**config.mk**
```make
export PLATFORM = sky130hd
export DESIGN_NAME = gdo_regs
export DESIGN_NICKNAME = d
export VERILOG_FILES = /design/src/gdo_pkg.sv /design/src/gdo_regs.sv
export SDC_FILE = /design/constraint.sdc
export NUM_CORES = 1
export LEC_CHECK = 0
export ABC_AREA = 0
export BUFFER_PORTS_ARGS = -buffer_cell sky130_fd_sc_hd__buf_4
export CAP_MARGIN = 0
export CORE_MARGIN = 8
export CORE_UTILIZATION = 43
export DETAILED_ROUTE_END_ITERATION = 6
export PLACE_DENSITY = 0.69
export SYNTH_ARGS = -nofsm -noshare
export SYNTH_HDL_FRONTEND = slang
export SYNTH_SLANG_ARGS = --single-unit
export TNS_END_PERCENT = 20
```
**constraint.sdc**
```tcl
create_clock -name aclk -period 1.83 [get_ports aclk]
set_input_delay 0.183 -clock aclk [delete_from_list [all_inputs] [get_ports aclk]]
set_output_delay 0.183 -clock aclk [all_outputs]
set_load 0.05 [all_outputs]
```
**src/gdo_pkg.sv**
```systemverilog
// package: register map, field layout and bus types of the gpio drive block
package gdo_pkg;
    localparam int PIN_COUNT = 8;
    localparam int ADDR_WIDTH = 5;
    // printed offsets are register indices; byte address is four times the index
    localparam logic [2:0] IDX_DRIVE_ENABLE = 3'h0;
    localparam logic [2:0] IDX_DRIVE_ENABLE_SET = 3'h1;
    localparam logic [2:0] IDX_DRIVE_ENABLE_CLEAR = 3'h2;
    localparam logic [2:0] IDX_DRIVE_ENABLE_TOGGLE = 3'h3;
    localparam logic [2:0] IDX_DRIVE_LEVEL = 3'h4;
    localparam logic [2:0] IDX_DRIVE_LEVEL_SET = 3'h5;
    localparam logic [2:0] IDX_DRIVE_LEVEL_CLEAR = 3'h6;
    localparam logic [2:0] IDX_PIN_STATE = 3'h7;
    localparam int IDX_LSB = 2;
    localparam int IDX_MSB = 4;
    localparam logic [7:0] DRIVE_ENABLE_RESET = 8'h00;
    localparam logic [7:0] DRIVE_LEVEL_RESET = 8'h00;
    localparam logic [1:0] RESP_OKAY = 2'h0;
    localparam logic [1:0] RESP_SLVERR = 2'h2;

    typedef struct packed {
        logic [7:0] enable;
        logic [7:0] level;
    } gdo_drive_t;
endpackage : gdo_pkg

```
**src/gdo_regs.sv**
```systemverilog
// module: drive-enable and drive-level registers of one eight-pin port, axi4-lite slave
//
// Function
// drive-enable bit one makes pin output
// drive-enable never touches the input buffer
// set strobe: ones set drive-enable bits
// clear strobe: ones clear drive-enable bits
// toggle strobe: ones invert drive-enable bits
// enable strobe reads return drive-enable
// drive-level bit one drives pin high
// level drives only while enable set
// high strobe: ones set level bits
// low strobe: ones clear level bits
// level strobe reads return drive-level
// strobe updates written ones, next cycle
`timescale 1ns/10ps
`default_nettype none
module gdo_regs (
    // clock, reset, enable
    input wire logic aclk,
    input wire logic aresetn,
    input wire logic clk_en,
    // axi4-lite write address
    input wire logic [gdo_pkg::ADDR_WIDTH-1:0] s_axi_awaddr,
    input wire logic s_axi_awvalid,
    output logic s_axi_awready,
    // axi4-lite write data
    input wire logic [31:0] s_axi_wdata,
    input wire logic [3:0] s_axi_wstrb,
    input wire logic s_axi_wvalid,
    output logic s_axi_wready,
    // axi4-lite write response
    output logic [1:0] s_axi_bresp,
    output logic s_axi_bvalid,
    input wire logic s_axi_bready,
    // axi4-lite read address
    input wire logic [gdo_pkg::ADDR_WIDTH-1:0] s_axi_araddr,
    input wire logic s_axi_arvalid,
    output logic s_axi_arready,
    // axi4-lite read data
    output logic [31:0] s_axi_rdata,
    output logic [1:0] s_axi_rresp,
    output logic s_axi_rvalid,
    input wire logic s_axi_rready,
    // pins
    input wire logic [7:0] pin_in,
    output logic [7:0] pin_out,
    output logic [7:0] pin_oe
);
    gdo_pkg::gdo_drive_t drive_reg;
    logic [gdo_pkg::ADDR_WIDTH-1:0] awaddr_reg;
    logic aw_held_reg;
    logic [7:0] wdata_reg;
    logic w_lane0_reg;
    logic w_held_reg;
    logic [7:0] pin_s1_reg;
    logic [7:0] pin_s2_reg;
    logic [7:0] pin_s3_reg;
    logic [7:0] pin_state_reg;
    logic do_write;
    logic [2:0] widx;
    logic [2:0] ridx;
    logic [7:0] rbyte;

    // one write and one read at a time; address and data taken in either order
    assign s_axi_awready = !aw_held_reg && !s_axi_bvalid;
    assign s_axi_wready = !w_held_reg && !s_axi_bvalid;
    assign s_axi_arready = !s_axi_rvalid;
    assign do_write = clk_en && aw_held_reg && w_held_reg && !s_axi_bvalid;
    assign widx = awaddr_reg[gdo_pkg::IDX_MSB:gdo_pkg::IDX_LSB];
    assign ridx = s_axi_araddr[gdo_pkg::IDX_MSB:gdo_pkg::IDX_LSB];

    always_ff @(posedge aclk)
    begin
        if (!aresetn)
        begin
            aw_held_reg <= 1'b0;
            awaddr_reg <= '0;
        end
        else if (clk_en)
        begin
            if (s_axi_awvalid && s_axi_awready)
            begin
                aw_held_reg <= 1'b1;
                awaddr_reg <= s_axi_awaddr;
            end
            else if (do_write)
            begin
                aw_held_reg <= 1'b0;
            end
        end
    end

    always_ff @(posedge aclk)
    begin
        if (!aresetn)
        begin
            w_held_reg <= 1'b0;
            wdata_reg <= 8'h00;
            w_lane0_reg <= 1'b0;
        end
        else if (clk_en)
        begin
            if (s_axi_wvalid && s_axi_wready)
            begin
                w_held_reg <= 1'b1;
                wdata_reg <= s_axi_wdata[7:0];
                w_lane0_reg <= s_axi_wstrb[0];
            end
            else if (do_write)
            begin
                w_held_reg <= 1'b0;
            end
        end
    end

    always_ff @(posedge aclk)
    begin
        if (!aresetn)
        begin
            s_axi_bvalid <= 1'b0;
            s_axi_bresp <= gdo_pkg::RESP_OKAY;
        end
        else if (clk_en)
        begin
            if (do_write)
            begin
                s_axi_bvalid <= 1'b1;
                // the pin state word is read-only
                s_axi_bresp <= (widx == gdo_pkg::IDX_PIN_STATE) ? gdo_pkg::RESP_SLVERR
                    : gdo_pkg::RESP_OKAY;
            end
            else if (s_axi_bready)
            begin
                s_axi_bvalid <= 1'b0;
            end
        end
    end

    // strobes change written ones only, next edge; plain writes load the whole byte
    always_ff @(posedge aclk)
    begin
        if (!aresetn)
        begin
            drive_reg.enable <= gdo_pkg::DRIVE_ENABLE_RESET;
            drive_reg.level <= gdo_pkg::DRIVE_LEVEL_RESET;
        end
        else if (do_write && w_lane0_reg)
        begin
            unique case (widx)
                gdo_pkg::IDX_DRIVE_ENABLE: drive_reg.enable <= wdata_reg;
                // set enable bits
                gdo_pkg::IDX_DRIVE_ENABLE_SET: drive_reg.enable <= drive_reg.enable | wdata_reg;
                // clear enable bits
                gdo_pkg::IDX_DRIVE_ENABLE_CLEAR:
                    drive_reg.enable <= drive_reg.enable & ~wdata_reg;
                // invert enable bits
                gdo_pkg::IDX_DRIVE_ENABLE_TOGGLE:
                    drive_reg.enable <= drive_reg.enable ^ wdata_reg;
                gdo_pkg::IDX_DRIVE_LEVEL: drive_reg.level <= wdata_reg;
                // set level bits
                gdo_pkg::IDX_DRIVE_LEVEL_SET: drive_reg.level <= drive_reg.level | wdata_reg;
                // clear level bits
                gdo_pkg::IDX_DRIVE_LEVEL_CLEAR: drive_reg.level <= drive_reg.level & ~wdata_reg;
                gdo_pkg::IDX_PIN_STATE: drive_reg <= drive_reg;
            endcase
        end
    end

    // input path ignores drive enable
    // pin levels come from outside: three stages, change taken once stages two and three agree
    always_ff @(posedge aclk)
    begin
        if (!aresetn)
        begin
            pin_s1_reg <= 8'h00;
            pin_s2_reg <= 8'h00;
            pin_s3_reg <= 8'h00;
            pin_state_reg <= 8'h00;
        end
        else if (clk_en)
        begin
            pin_s1_reg <= pin_in;
            pin_s2_reg <= pin_s1_reg;
            pin_s3_reg <= pin_s2_reg;
            for (int i = 0; i < gdo_pkg::PIN_COUNT; i++)
            begin
                if (pin_s2_reg[i] == pin_s3_reg[i])
                begin
                    pin_state_reg[i] <= pin_s3_reg[i];
                end
            end
        end
    end

    always_comb
    begin
        rbyte = 8'h00;
        unique case (ridx)
            // enable strobes read enable
            gdo_pkg::IDX_DRIVE_ENABLE, gdo_pkg::IDX_DRIVE_ENABLE_SET,
            gdo_pkg::IDX_DRIVE_ENABLE_CLEAR, gdo_pkg::IDX_DRIVE_ENABLE_TOGGLE:
                rbyte = drive_reg.enable;
            // level strobes read level
            gdo_pkg::IDX_DRIVE_LEVEL, gdo_pkg::IDX_DRIVE_LEVEL_SET,
            gdo_pkg::IDX_DRIVE_LEVEL_CLEAR:
                rbyte = drive_reg.level;
            gdo_pkg::IDX_PIN_STATE: rbyte = pin_state_reg;
        endcase
    end

    always_ff @(posedge aclk)
    begin
        if (!aresetn)
        begin
            s_axi_rvalid <= 1'b0;
            s_axi_rdata <= 32'h0000_0000;
            s_axi_rresp <= gdo_pkg::RESP_OKAY;
        end
        else if (clk_en)
        begin
            if (s_axi_arvalid && s_axi_arready)
            begin
                s_axi_rvalid <= 1'b1;
                s_axi_rdata <= {24'h00_0000, rbyte};
                s_axi_rresp <= gdo_pkg::RESP_OKAY;
            end
            else if (s_axi_rready)
            begin
                s_axi_rvalid <= 1'b0;
            end
        end
    end

    // enable bit drives the pin
    assign pin_oe = drive_reg.enable;
    // level bit high or low; gated by enable
    assign pin_out = drive_reg.level & drive_reg.enable;
endmodule : gdo_regs
`default_nettype wire

```
# --- After elaboration in Yosys (flattened, before gate mapping) ---
# Cells that the tools add are included.
word_totals:
  register_bits: 76
  out_inout_bits: 57
  wordCells: 103
op_classes:
  n_eq_ne: 22
  mux: 11
  bitwise: 7
  n_reduce_logical: 41
op_table:
  columns: ["operator", "count"]
  rows:
  - ["$pmux 8 s3", 2]
  - ["$reduce_and 2->1", 18]
  - ["$pmux 8 s4", 1]
  - ["$and 8x8->8", 3]
  - ["$eq 3x3->1 const B", 8]
  - ["$or 8x8->8", 2]
  - ["$eq 3x2->1 const B", 4]
  - ["$logic_and 1x1->1", 9]
  - ["$eq 1x1->1", 8]
  - ["$not 8->8", 1]
  - ["$reduce_bool 2->1", 4]
  - ["$xor 8x8->8", 1]
  - ["$mux 1", 7]
  - ["$eq 3x1->1 const B", 2]
  - ["$logic_not 3->1", 2]
  - ["$logic_not 1->1", 4]
  - ["$reduce_bool 4->1", 1]
  - ["$reduce_or 4->1", 1]
  - ["$reduce_bool 3->1", 1]
  - ["$reduce_or 3->1", 1]
  - ["$mux 2", 1]

# --- Depth between registers and ports, before layout ---
# Gate-level depths: netlist of run 1.
depth:
  depth_word: 5
  depth_mapped: 5

# --- Worst setup path before layout of run 1 ---
# OpenSTA, ideal clock, no wires.
synth_path:
  path_kind: "register to register"
  start: "reg s_axi_bvalid"
  end: "reg drive_reg (netlist bit pin_oe[7])"
  t_arrival_ns: 1.484
  required_time_ns: 1.713
  path_slack_ns: 0.229
  stages_incl_launch_ff: 5
  n_path_buf: 1
  period_less_slack_ns: 1.601
  cell_sequence: "dfxtp_1 > and4b_4 > and3_4 > buf_6 > a22o_1"
synth_via:
  elab_chain_cells: 4
synth_rtl:
  columns: ["item", "line", "rtl"]
  rows:
  - ["start: declaration", "gdo_regs.sv:34", "output logic s_axi_bvalid,"]
  - ["start signal: assignment", "gdo_regs.sv:121", "s_axi_bvalid <= 1'b0;"]
  - ["start signal: assignment", "gdo_regs.sv:128", "s_axi_bvalid <= 1'b1;"]
  - ["start signal: assignment", "gdo_regs.sv:135", "s_axi_bvalid <= 1'b0;"]
  - ["$logic_not 1->1", "gdo_regs.sv:69", "assign do_write = clk_en && aw_held_reg && w_held_reg && !s_axi_bvalid;"]
  - ["$logic_and 1x1->1", "gdo_regs.sv:69", null]
  - ["$logic_and 1x1->1", "gdo_regs.sv:148", "else if (do_write && w_lane0_reg)"]
  - ["$reduce_and 2->1 (no source line)", null, null]
  - ["end signal: assignment", "gdo_regs.sv:165", "gdo_pkg::IDX_PIN_STATE: drive_reg <= drive_reg;"]
  - ["end: declaration", "gdo_regs.sv:50", "gdo_pkg::gdo_drive_t drive_reg;"]
# Every way passes these cells.
# A chain may end at the register's enable or synchronous reset.

# --- Worst setup path after layout of run 1 ---
layout_path:
  start: "reg drive_reg (netlist bit pin_oe[1])"
  end: "reg drive_reg (netlist bit pin_oe[1])"
layout_via:
  elab_chain_cells: 2
  elab_cells_between_ends: 4
  classes_between: "mux (1); bitwise (3)"
layout_rtl:
  columns: ["item", "line", "rtl"]
  rows:
  - ["$xor 8x8->8 (tied with other cells)", "gdo_regs.sv:159", "drive_reg.enable <= drive_reg.enable ^ wdata_reg;"]
  - ["$pmux 8 s4 (*)", "gdo_regs.sv:150", "unique case (widx)"]
# Mark *: on every way between the ends. The rest lies on a longest branch, timed or not.

==> results by stage, run 1 <==
Worst setup path:
- STA puts the critical path data arrival time at around 1800 ps.
- The category of the worst setup path launch point is a flop.
- The worst setup path is of the flop to flop kind.
- The required time of the critical path is 2070 ps.
- The critical-path maximum fanout is 5.
- The kind of capture point of the worst setup path is a flop.

Detailed routing:
- The antenna violation net count after detailed routing is 0.
- The number of search-and-repair iterations in the first detailed-routing pass is 4.
- The number of DRC markers in iteration 0 is 98.
- Dividing the detail-routed via count by the number of cells gives 5.12.
- The total vias in the final route is between 2000 and 3000.
- After detailed routing, the average wire length per cell comes to 15.1 um.
- The final layout contains routed wiring with a total length of approximately 8300 um.
- The remaining design rule violation count is 0.

GRT:
- The first-pass GRT wire length is 13500 um.
- The initial antenna violation count is 0.
- The largest net degree at the start of global routing is 52.
- The global-route track usage on met2 is 22.8%.
- The overall fraction of global-route tracks in use is around 14%.
- The routing layer with the top usage in global route is met2.
- The number of global-route vias before repair is 2845.
- After global routing the overflow that remains totals 0.
- In the global route stage, met3 resource usage came out at 4.13%.
- Global routing used 17.6% of the available met1 tracks.

Run status:
- The flow ran to the end, and the final reports show no timing, DRC or antenna violations.

Place:
- Routability-driven placement finished with a final weighted congestion of 0.766.
- Timing analysis after detailed placement gives a worst setup slack of 277 ps.
- The number of input and output port buffers inserted is 60.
- After detailed placement, the total cell area comes to 0.00414 mm2.
- Detailed placement finished with a half-perimeter wire length of a little over 6000 um.

Timing:
- For the pin with the worst max-slew slack, the measured transition is between 500 and 600 ps.
- The count of final hold-check violations is 0.
- Hold is met by 88.3 ps.
- The worst pin sits at a relative slew slack of 63.4%.
- The sum of negative setup slack is 0 ps.
- Of the available clock period, the critical path in the final layout requires 84.9%.
- Setup violations remaining at the end of the flow were counted as 0.
- After layout, the minimum clock period comes to 1550 ps.
- The minimum setup slack in the final design is 277 ps.
- The maximum clock rate is 0.644 GHz.
- The max-slew violation count is 0.
- The setup skew after layout is a little over 8 ps.
- Setup repair after global routing left no endpoint under its margin.

Floorplan:
- The floorplan has 34 rows.
- The die span in y is 110 um.
- The die is 110 um wide.
- The full die area is between 0.01 and 0.015 mm2.
- The initial utilization of the core area, before any placement, comes to 43.9%.
- The total area inside the core boundary comes to 0.00868 mm2.
- The boundary pin count is 119.

Finish:
- Leaving out fill and tap cells, the most frequent cell in the layout is dfxtp_1.
- The fraction of layout instances using a drive strength above 1 is 22.7%.
- The final non-filler cell area is 0.00435 mm2.
- The top cell types in the final layout, fill and taps aside, are 73 x dfxtp_1, 64 x buf_4, 32 x nor2b_1, 27 x conb_1, 26 x inv_1.
- The layout filler cell count is ~840.
- Compared with the post-synthesis result, the final layout area differs by 13.9%.
- The final-stage net count is approximately 500.
- The diode insertion count for antenna repair is 0.

Synth:
- Counting every instance in the synthesized netlist gives 392.
- The number of warnings issued by yosys is 0.
- The sequential-to-total area share from yosys stat is 38.3%.
- After synthesis the cells add up to 0.00381 mm2.
- The synthesized design contains 0 enable-type register cells.
- Yosys mapped the design onto 42 distinct sky130hd cell types.
- Each instance of the synthesized netlist takes up on average 9.73 um2.
- The async set-or-reset flop fraction in the synthesized netlist is 0%.
- The most used flip-flop cell after synthesis is dfxtp_1.
- The synthesized design contains 73 register bits.

Clock tree:
- The root buffer cell is clkbuf_8.
- The post-cts sizing count is 0.
- Hold repair after CTS inserted 0 buffers.
- The clock tree from TritonCTS is done.
- CTS built an H-tree with a depth of 3.
- For the worst-skew pair, the clock arrives at the later sink with an insertion delay of 350 ps.
- Clock-pin slew was measured on the worst setup and hold paths at ~80 ps.
- The buffer count from post-CTS setup fixing is 0.
- Buffers inserted during clock tree synthesis total 9.
- The number of buffers on the longest clock path is 2.
- For this design, the sink count on the clock tree is 73.

Power:
- For this design the ratio of total power to cell area is 812 mW/mm2.
- The leakage power of the design is about 1.8 nW.
- The worst-case vdd ir drop is approximately 480 uV.
- The total power after layout is 0.00353 W.

Min path:
- The worst hold-check path type is input port to flop.

Run:
- The number of maximum-capacitance constraint violations is 0.
## kinds of logic after synthesis
kind of cell    share of synthesized area [%]
mux                                      9.48
other cells                            0.0983
flops                                    38.3
buf+inv                                  12.8
fa+ha+maj                                5.25
compound gates                           17.8
simple gates                             16.2
## final timing paths
kind             startpoint  slack, ps          endpoint  cells past startpoint
max reg2reg       pin_oe[1]        280         pin_oe[1]                      4
max               pin_oe[1]        280         pin_oe[1]                      4
min          s_axi_wdata[1]         90      wdata_reg[1]                      3
min reg2reg   pin_s3_reg[7]        480  pin_state_reg[7]                      2
## power by group
group | switching, W | leakage, nW | internal, W
combinational | 0.000326 | 1.12 | 0.000169
clock | 0.000592 | 0.106 | 0.000761
sequential | 0.0000450 | 0.593 | 0.00164
## layout make-up
type	instances	area (um2)	area share, %
Multi-Input combinational cell	262	1960	45.1
Sequential cell	73	1460	33.6
Timing Repair Buffer	64	480	11.1
Tap cell	108	135	3.11
Clock buffer	10	128	2.94
Inverter	26	97.6	2.25
Clock inverter	6	82.6	1.90
## critical path, cell delays in order, from the launching register on
cell	delay [ps]
dfxtp_1	420
inv_1	80
ha_1	290
mux4_2	470
a22o_1	190
## synthesized netlist by cell type (3+ instances only)
cell type,instances,area [um2]
ha_1,16,200
buf_2,7,35.0
nand3_1,8,40.0
o21ai_0,22,110
nor2_1,3,11.3
a32o_1,9,90.1
buf_4,39,293
nand2b_1,8,50.1
mux4_2,6,135
buf_6,3,33.8
clkbuf_1,7,26.3
a22o_1,15,131
inv_1,26,97.6
dfxtp_1,73,1460
nand2_1,23,86.3
mux2i_1,20,200
and2_1,15,93.8
nor2b_1,32,200
a21oi_1,4,20.0
o21a_1,7,52.6
o221a_2,8,90.1
a21boi_0,17,128
## layer usage
layer / share of wire [%] / vias up
met5: 0 / -
li1: - / 1386
met4: 1.7 / 0
met3: 6.4 / 10
met2: 47 / 82
met1: 45 / 1333
## stage by stage
stage	std cells	utilization, %
finish	549	50.1
global route	549	50.1
CTS	549	50.1
detailed placement	533	47.6
global placement	533	47.6
floorplan	418	-
Power figures use the tool's default switching activity.
==> run 2: changes to the inputs <==
==> constraint.sdc (replaced) <==
create_clock -name aclk -period 1.5 [get_ports aclk]
set_input_delay 0.15 -clock aclk [delete_from_list [all_inputs] [get_ports aclk]]
set_output_delay 0.15 -clock aclk [all_outputs]
set_load 0.05 [all_outputs]
==> run 2 against run 1 <==
- clock skew barely moved
- maximum frequency rose by 6.8%
- via count up 2.8%
- die area did not move
- count of clock-buffer cells in the layout is 3 higher
- power up 17%
- critical path depth unchanged
- combinational power is 33% higher
- non-clock buffer count is 23 higher
- clock power grew 6%
- final area grew 4.3%
- wire length up 2.8%
- largest cell class unchanged
==> results by stage, run 2 (synthesis results as in run 1) <==
Floorplan:
- The full die area is approximately 0.012 mm2.
- The initialized floorplan defines 34 standard-cell rows.
- For this design the top-level I/O count stands at 119.
- The die span in y is 110 um.
- The standard cell core area is between 0.008 and 0.009 mm2.
- For this configuration, the core starts out at a cell density of between 40% and 50%.
- From left edge to right edge, the die measures about 110 um.

Worst setup path:
- The endpoint arrival time on the critical path is 1680 ps.
- The required time of the critical path is 1720 ps.
- The worst reg2reg path depth is 4.
- The critical-path maximum fanout is 2.
- STA classifies the critical path startpoint as a flop.
- The worst setup path is captured at a flop.
- The launching point of the worst reg2reg path is pin_oe[7].
- The critical path is of the flop to flop type.
- The worst setup path startpoint is pin_oe[7].

Detailed routing:
- Summing over every cut layer, the via total after detailed routing is 2891.
- The number of DRC markers in iteration 0 is 157.
- The count of nets left with antenna violations once routing finished came out at 0.
- Dividing the detail-routed wire length by the instance count gives 14.9 um.
- The remaining design rule violation count is 0.
- The via density per instance is 5.06.
- Before antenna repair, the detailed router went through 4 iterations.
- The total detailed-routing wirelength is 8530 um.

Finish:
- The area taken by multi-input logic gates is 0.00196 mm2.
- 0 antenna diodes ended up in the layout.
- The top cell types in the final layout, fill and taps aside, are 84 x buf_4, 67 x dfxtp_1, 32 x nor2b_1, 27 x conb_1, 26 x inv_1.
- Across the whole layout, storage elements account for 0.00147 mm2.
- The final non-filler cell area is 0.00453 mm2.
- The layout filler cell count is 810.
- In the final layout, the share of cells above drive strength 1 is approximately 28%.
- The area growth from synthesis to layout is 18.8%.
- The library cell used most frequently in the layout, excluding fill and tap cells, is buf_4.
- The final-stage net count is 537.
- For this run, the share of the core covered by cells in the final layout is 52.2%.

GRT:
- The initial antenna violation count is 0.
- The overall fraction of global-route tracks in use is 14.4%.
- The total overflow reported by the global router is 0.
- Entering global routing, the biggest net connects 49 pins.
- The first-pass GRT wire length is 13900 um.
- The number of global-route vias before repair was about 2900.

Clock tree:
- TritonCTS built the clock tree.
- The number of buffers on the longest clock path is 2.
- The register clock-pin slew on the reported worst setup and hold paths is ~80 ps.
- After clock tree synthesis, the setup repair step added 0 buffers.
- For the worst-skew pair, the clock arrives at the later sink with an insertion delay of 340 ps.
- The H-tree was split into 3 levels.
- The number of sinks handled by clock tree synthesis is 73.
- TritonCTS created 9 clock buffers.
- The tree is rooted in a clkbuf_8.

Timing:
- The minimum clock period after layout is 1450 ps.
- The final-report setup violation count is 0.
- Setup repair after global routing could not meet its margin everywhere.
- The minimum setup slack in the final design is 45.1 ps.
- The count of final hold-check violations is 0.
- Static timing analysis puts the maximum clock frequency at just under 0.7 GHz.
- Clock skew on the completed layout was measured at 8.49 ps.
- The max-slew violation count is 0.
- The final worst-path cycle share is 97.0%.
- Summed over all failing endpoints, the final setup total negative slack is 0 ps.

Power:
- The switching power is 0.00116 W.
- The share of total power dissipated in sequential elements is 49.4%.
- Power comes to 0.00412 W.
- Of the total power, combinational logic draws 16.0%.
- Net switching is 28.2% of the power.
- Cell internal power was estimated by the tool at 0.00296 W.
- The analysis attributes to cell leakage a power of 1.93 nW.
- The share of power burned in the clock network is between 30% and 40%.
- Dividing total power by cell area gives a power density of 910 mW/mm2.
- The worst-case vdd ir drop is 509 uV.

Place:
- The worst setup timing slack at the placement stage is 30.5 ps.
- After legalization and detailed placement, the total HPWL measured 6330 um.
- Input and output buffers added on the ports amount to 60.
- The area after detailed placement is 0.00435 mm2.
- The final weighted congestion of routability-driven global placement is 0.803.

Run:
- The number of maximum-capacitance constraint violations is 0.

Min path:
- The worst hold path begins at s_axi_wdata[2].
- The worst hold path belongs to the class input port to flop.
- The cell depth of the worst hold path is 3.

Run status:
- The run finished with clean final reports.
run 2: cell count changes in the layout (fill, tap and decap cells not counted):
cell       previous run  this run
buf_12                0         3
buf_4                64        84
bufinv_16             2         0
clkbuf_8              9        12
clkinv_2              3         1
dfxtp_1              73        67
dfxtp_2               0         6
mux4_1                1         0
mux4_2                6         7
run 2: critical path, stage by stage (launching register included):
cell	delay, ps
dfxtp_2	330
inv_1	50
ha_1	290
mux4_2	460
a22o_1	220
run 2: timing repair:
item / in CTS / in global routing
resized for setup: 0 / 6
hold buffers: 0 / 0
setup endpoints to repair: 0 / 4
run 2: final cells by class:
type / count / area share, %
multi-input combinational: 262 / 43.2
sequential: 73 / 32.4
timing repair buffer: 87 / 15.2
clock buffer: 13 / 3.73
tap: 108 / 2.98
inverter: 26 / 2.15
clock inverter: 2 / 0.276
run 2: path summary, 6_finish.rpt:
| check | endpoint | slack, ps |
|---|---|---|
| worst min register to register | pin_state_reg[7] | 480 |
| worst max-delay path | pin_oe[7] | 50 |
| worst max register to register | pin_oe[7] | 50 |
| worst min-delay path | wdata_reg[2] | 60 |
run 2: power groups by stage:
stage | registers [W] | logic (W) | clock network [W]
floorplan | 0.00213 | 0.000469 | 0
global placement | 0.00208 | 0.000642 | 0
detailed placement | 0.00208 | 0.000658 | 0
CTS | 0.00204 | 0.000659 | 0.00145
global route | 0.00205 | 0.000710 | 0.00155
finish | 0.00204 | 0.000658 | 0.00143
run 2: through the flow:
step,std cells,hold WS [ps]
floorplan,418,285
global placement,556,406
detailed placement,556,415
CTS,571,55.1
global route,571,62.9
finish,571,59.1
run 2: per-layer routing:
| metal | global-route usage (%) | vias up | part of all wire, % |
|---|---|---|---|
| met5 | 0 | - | 0 |
| met4 | 4.47 | 0 | 0.96 |
| met3 | 3.72 | 5 | 6.7 |
| met2 | 23.5 | 85 | 47 |
| met1 | 18.2 | 1360 | 45 |
| li1 | - | 1441 | - |
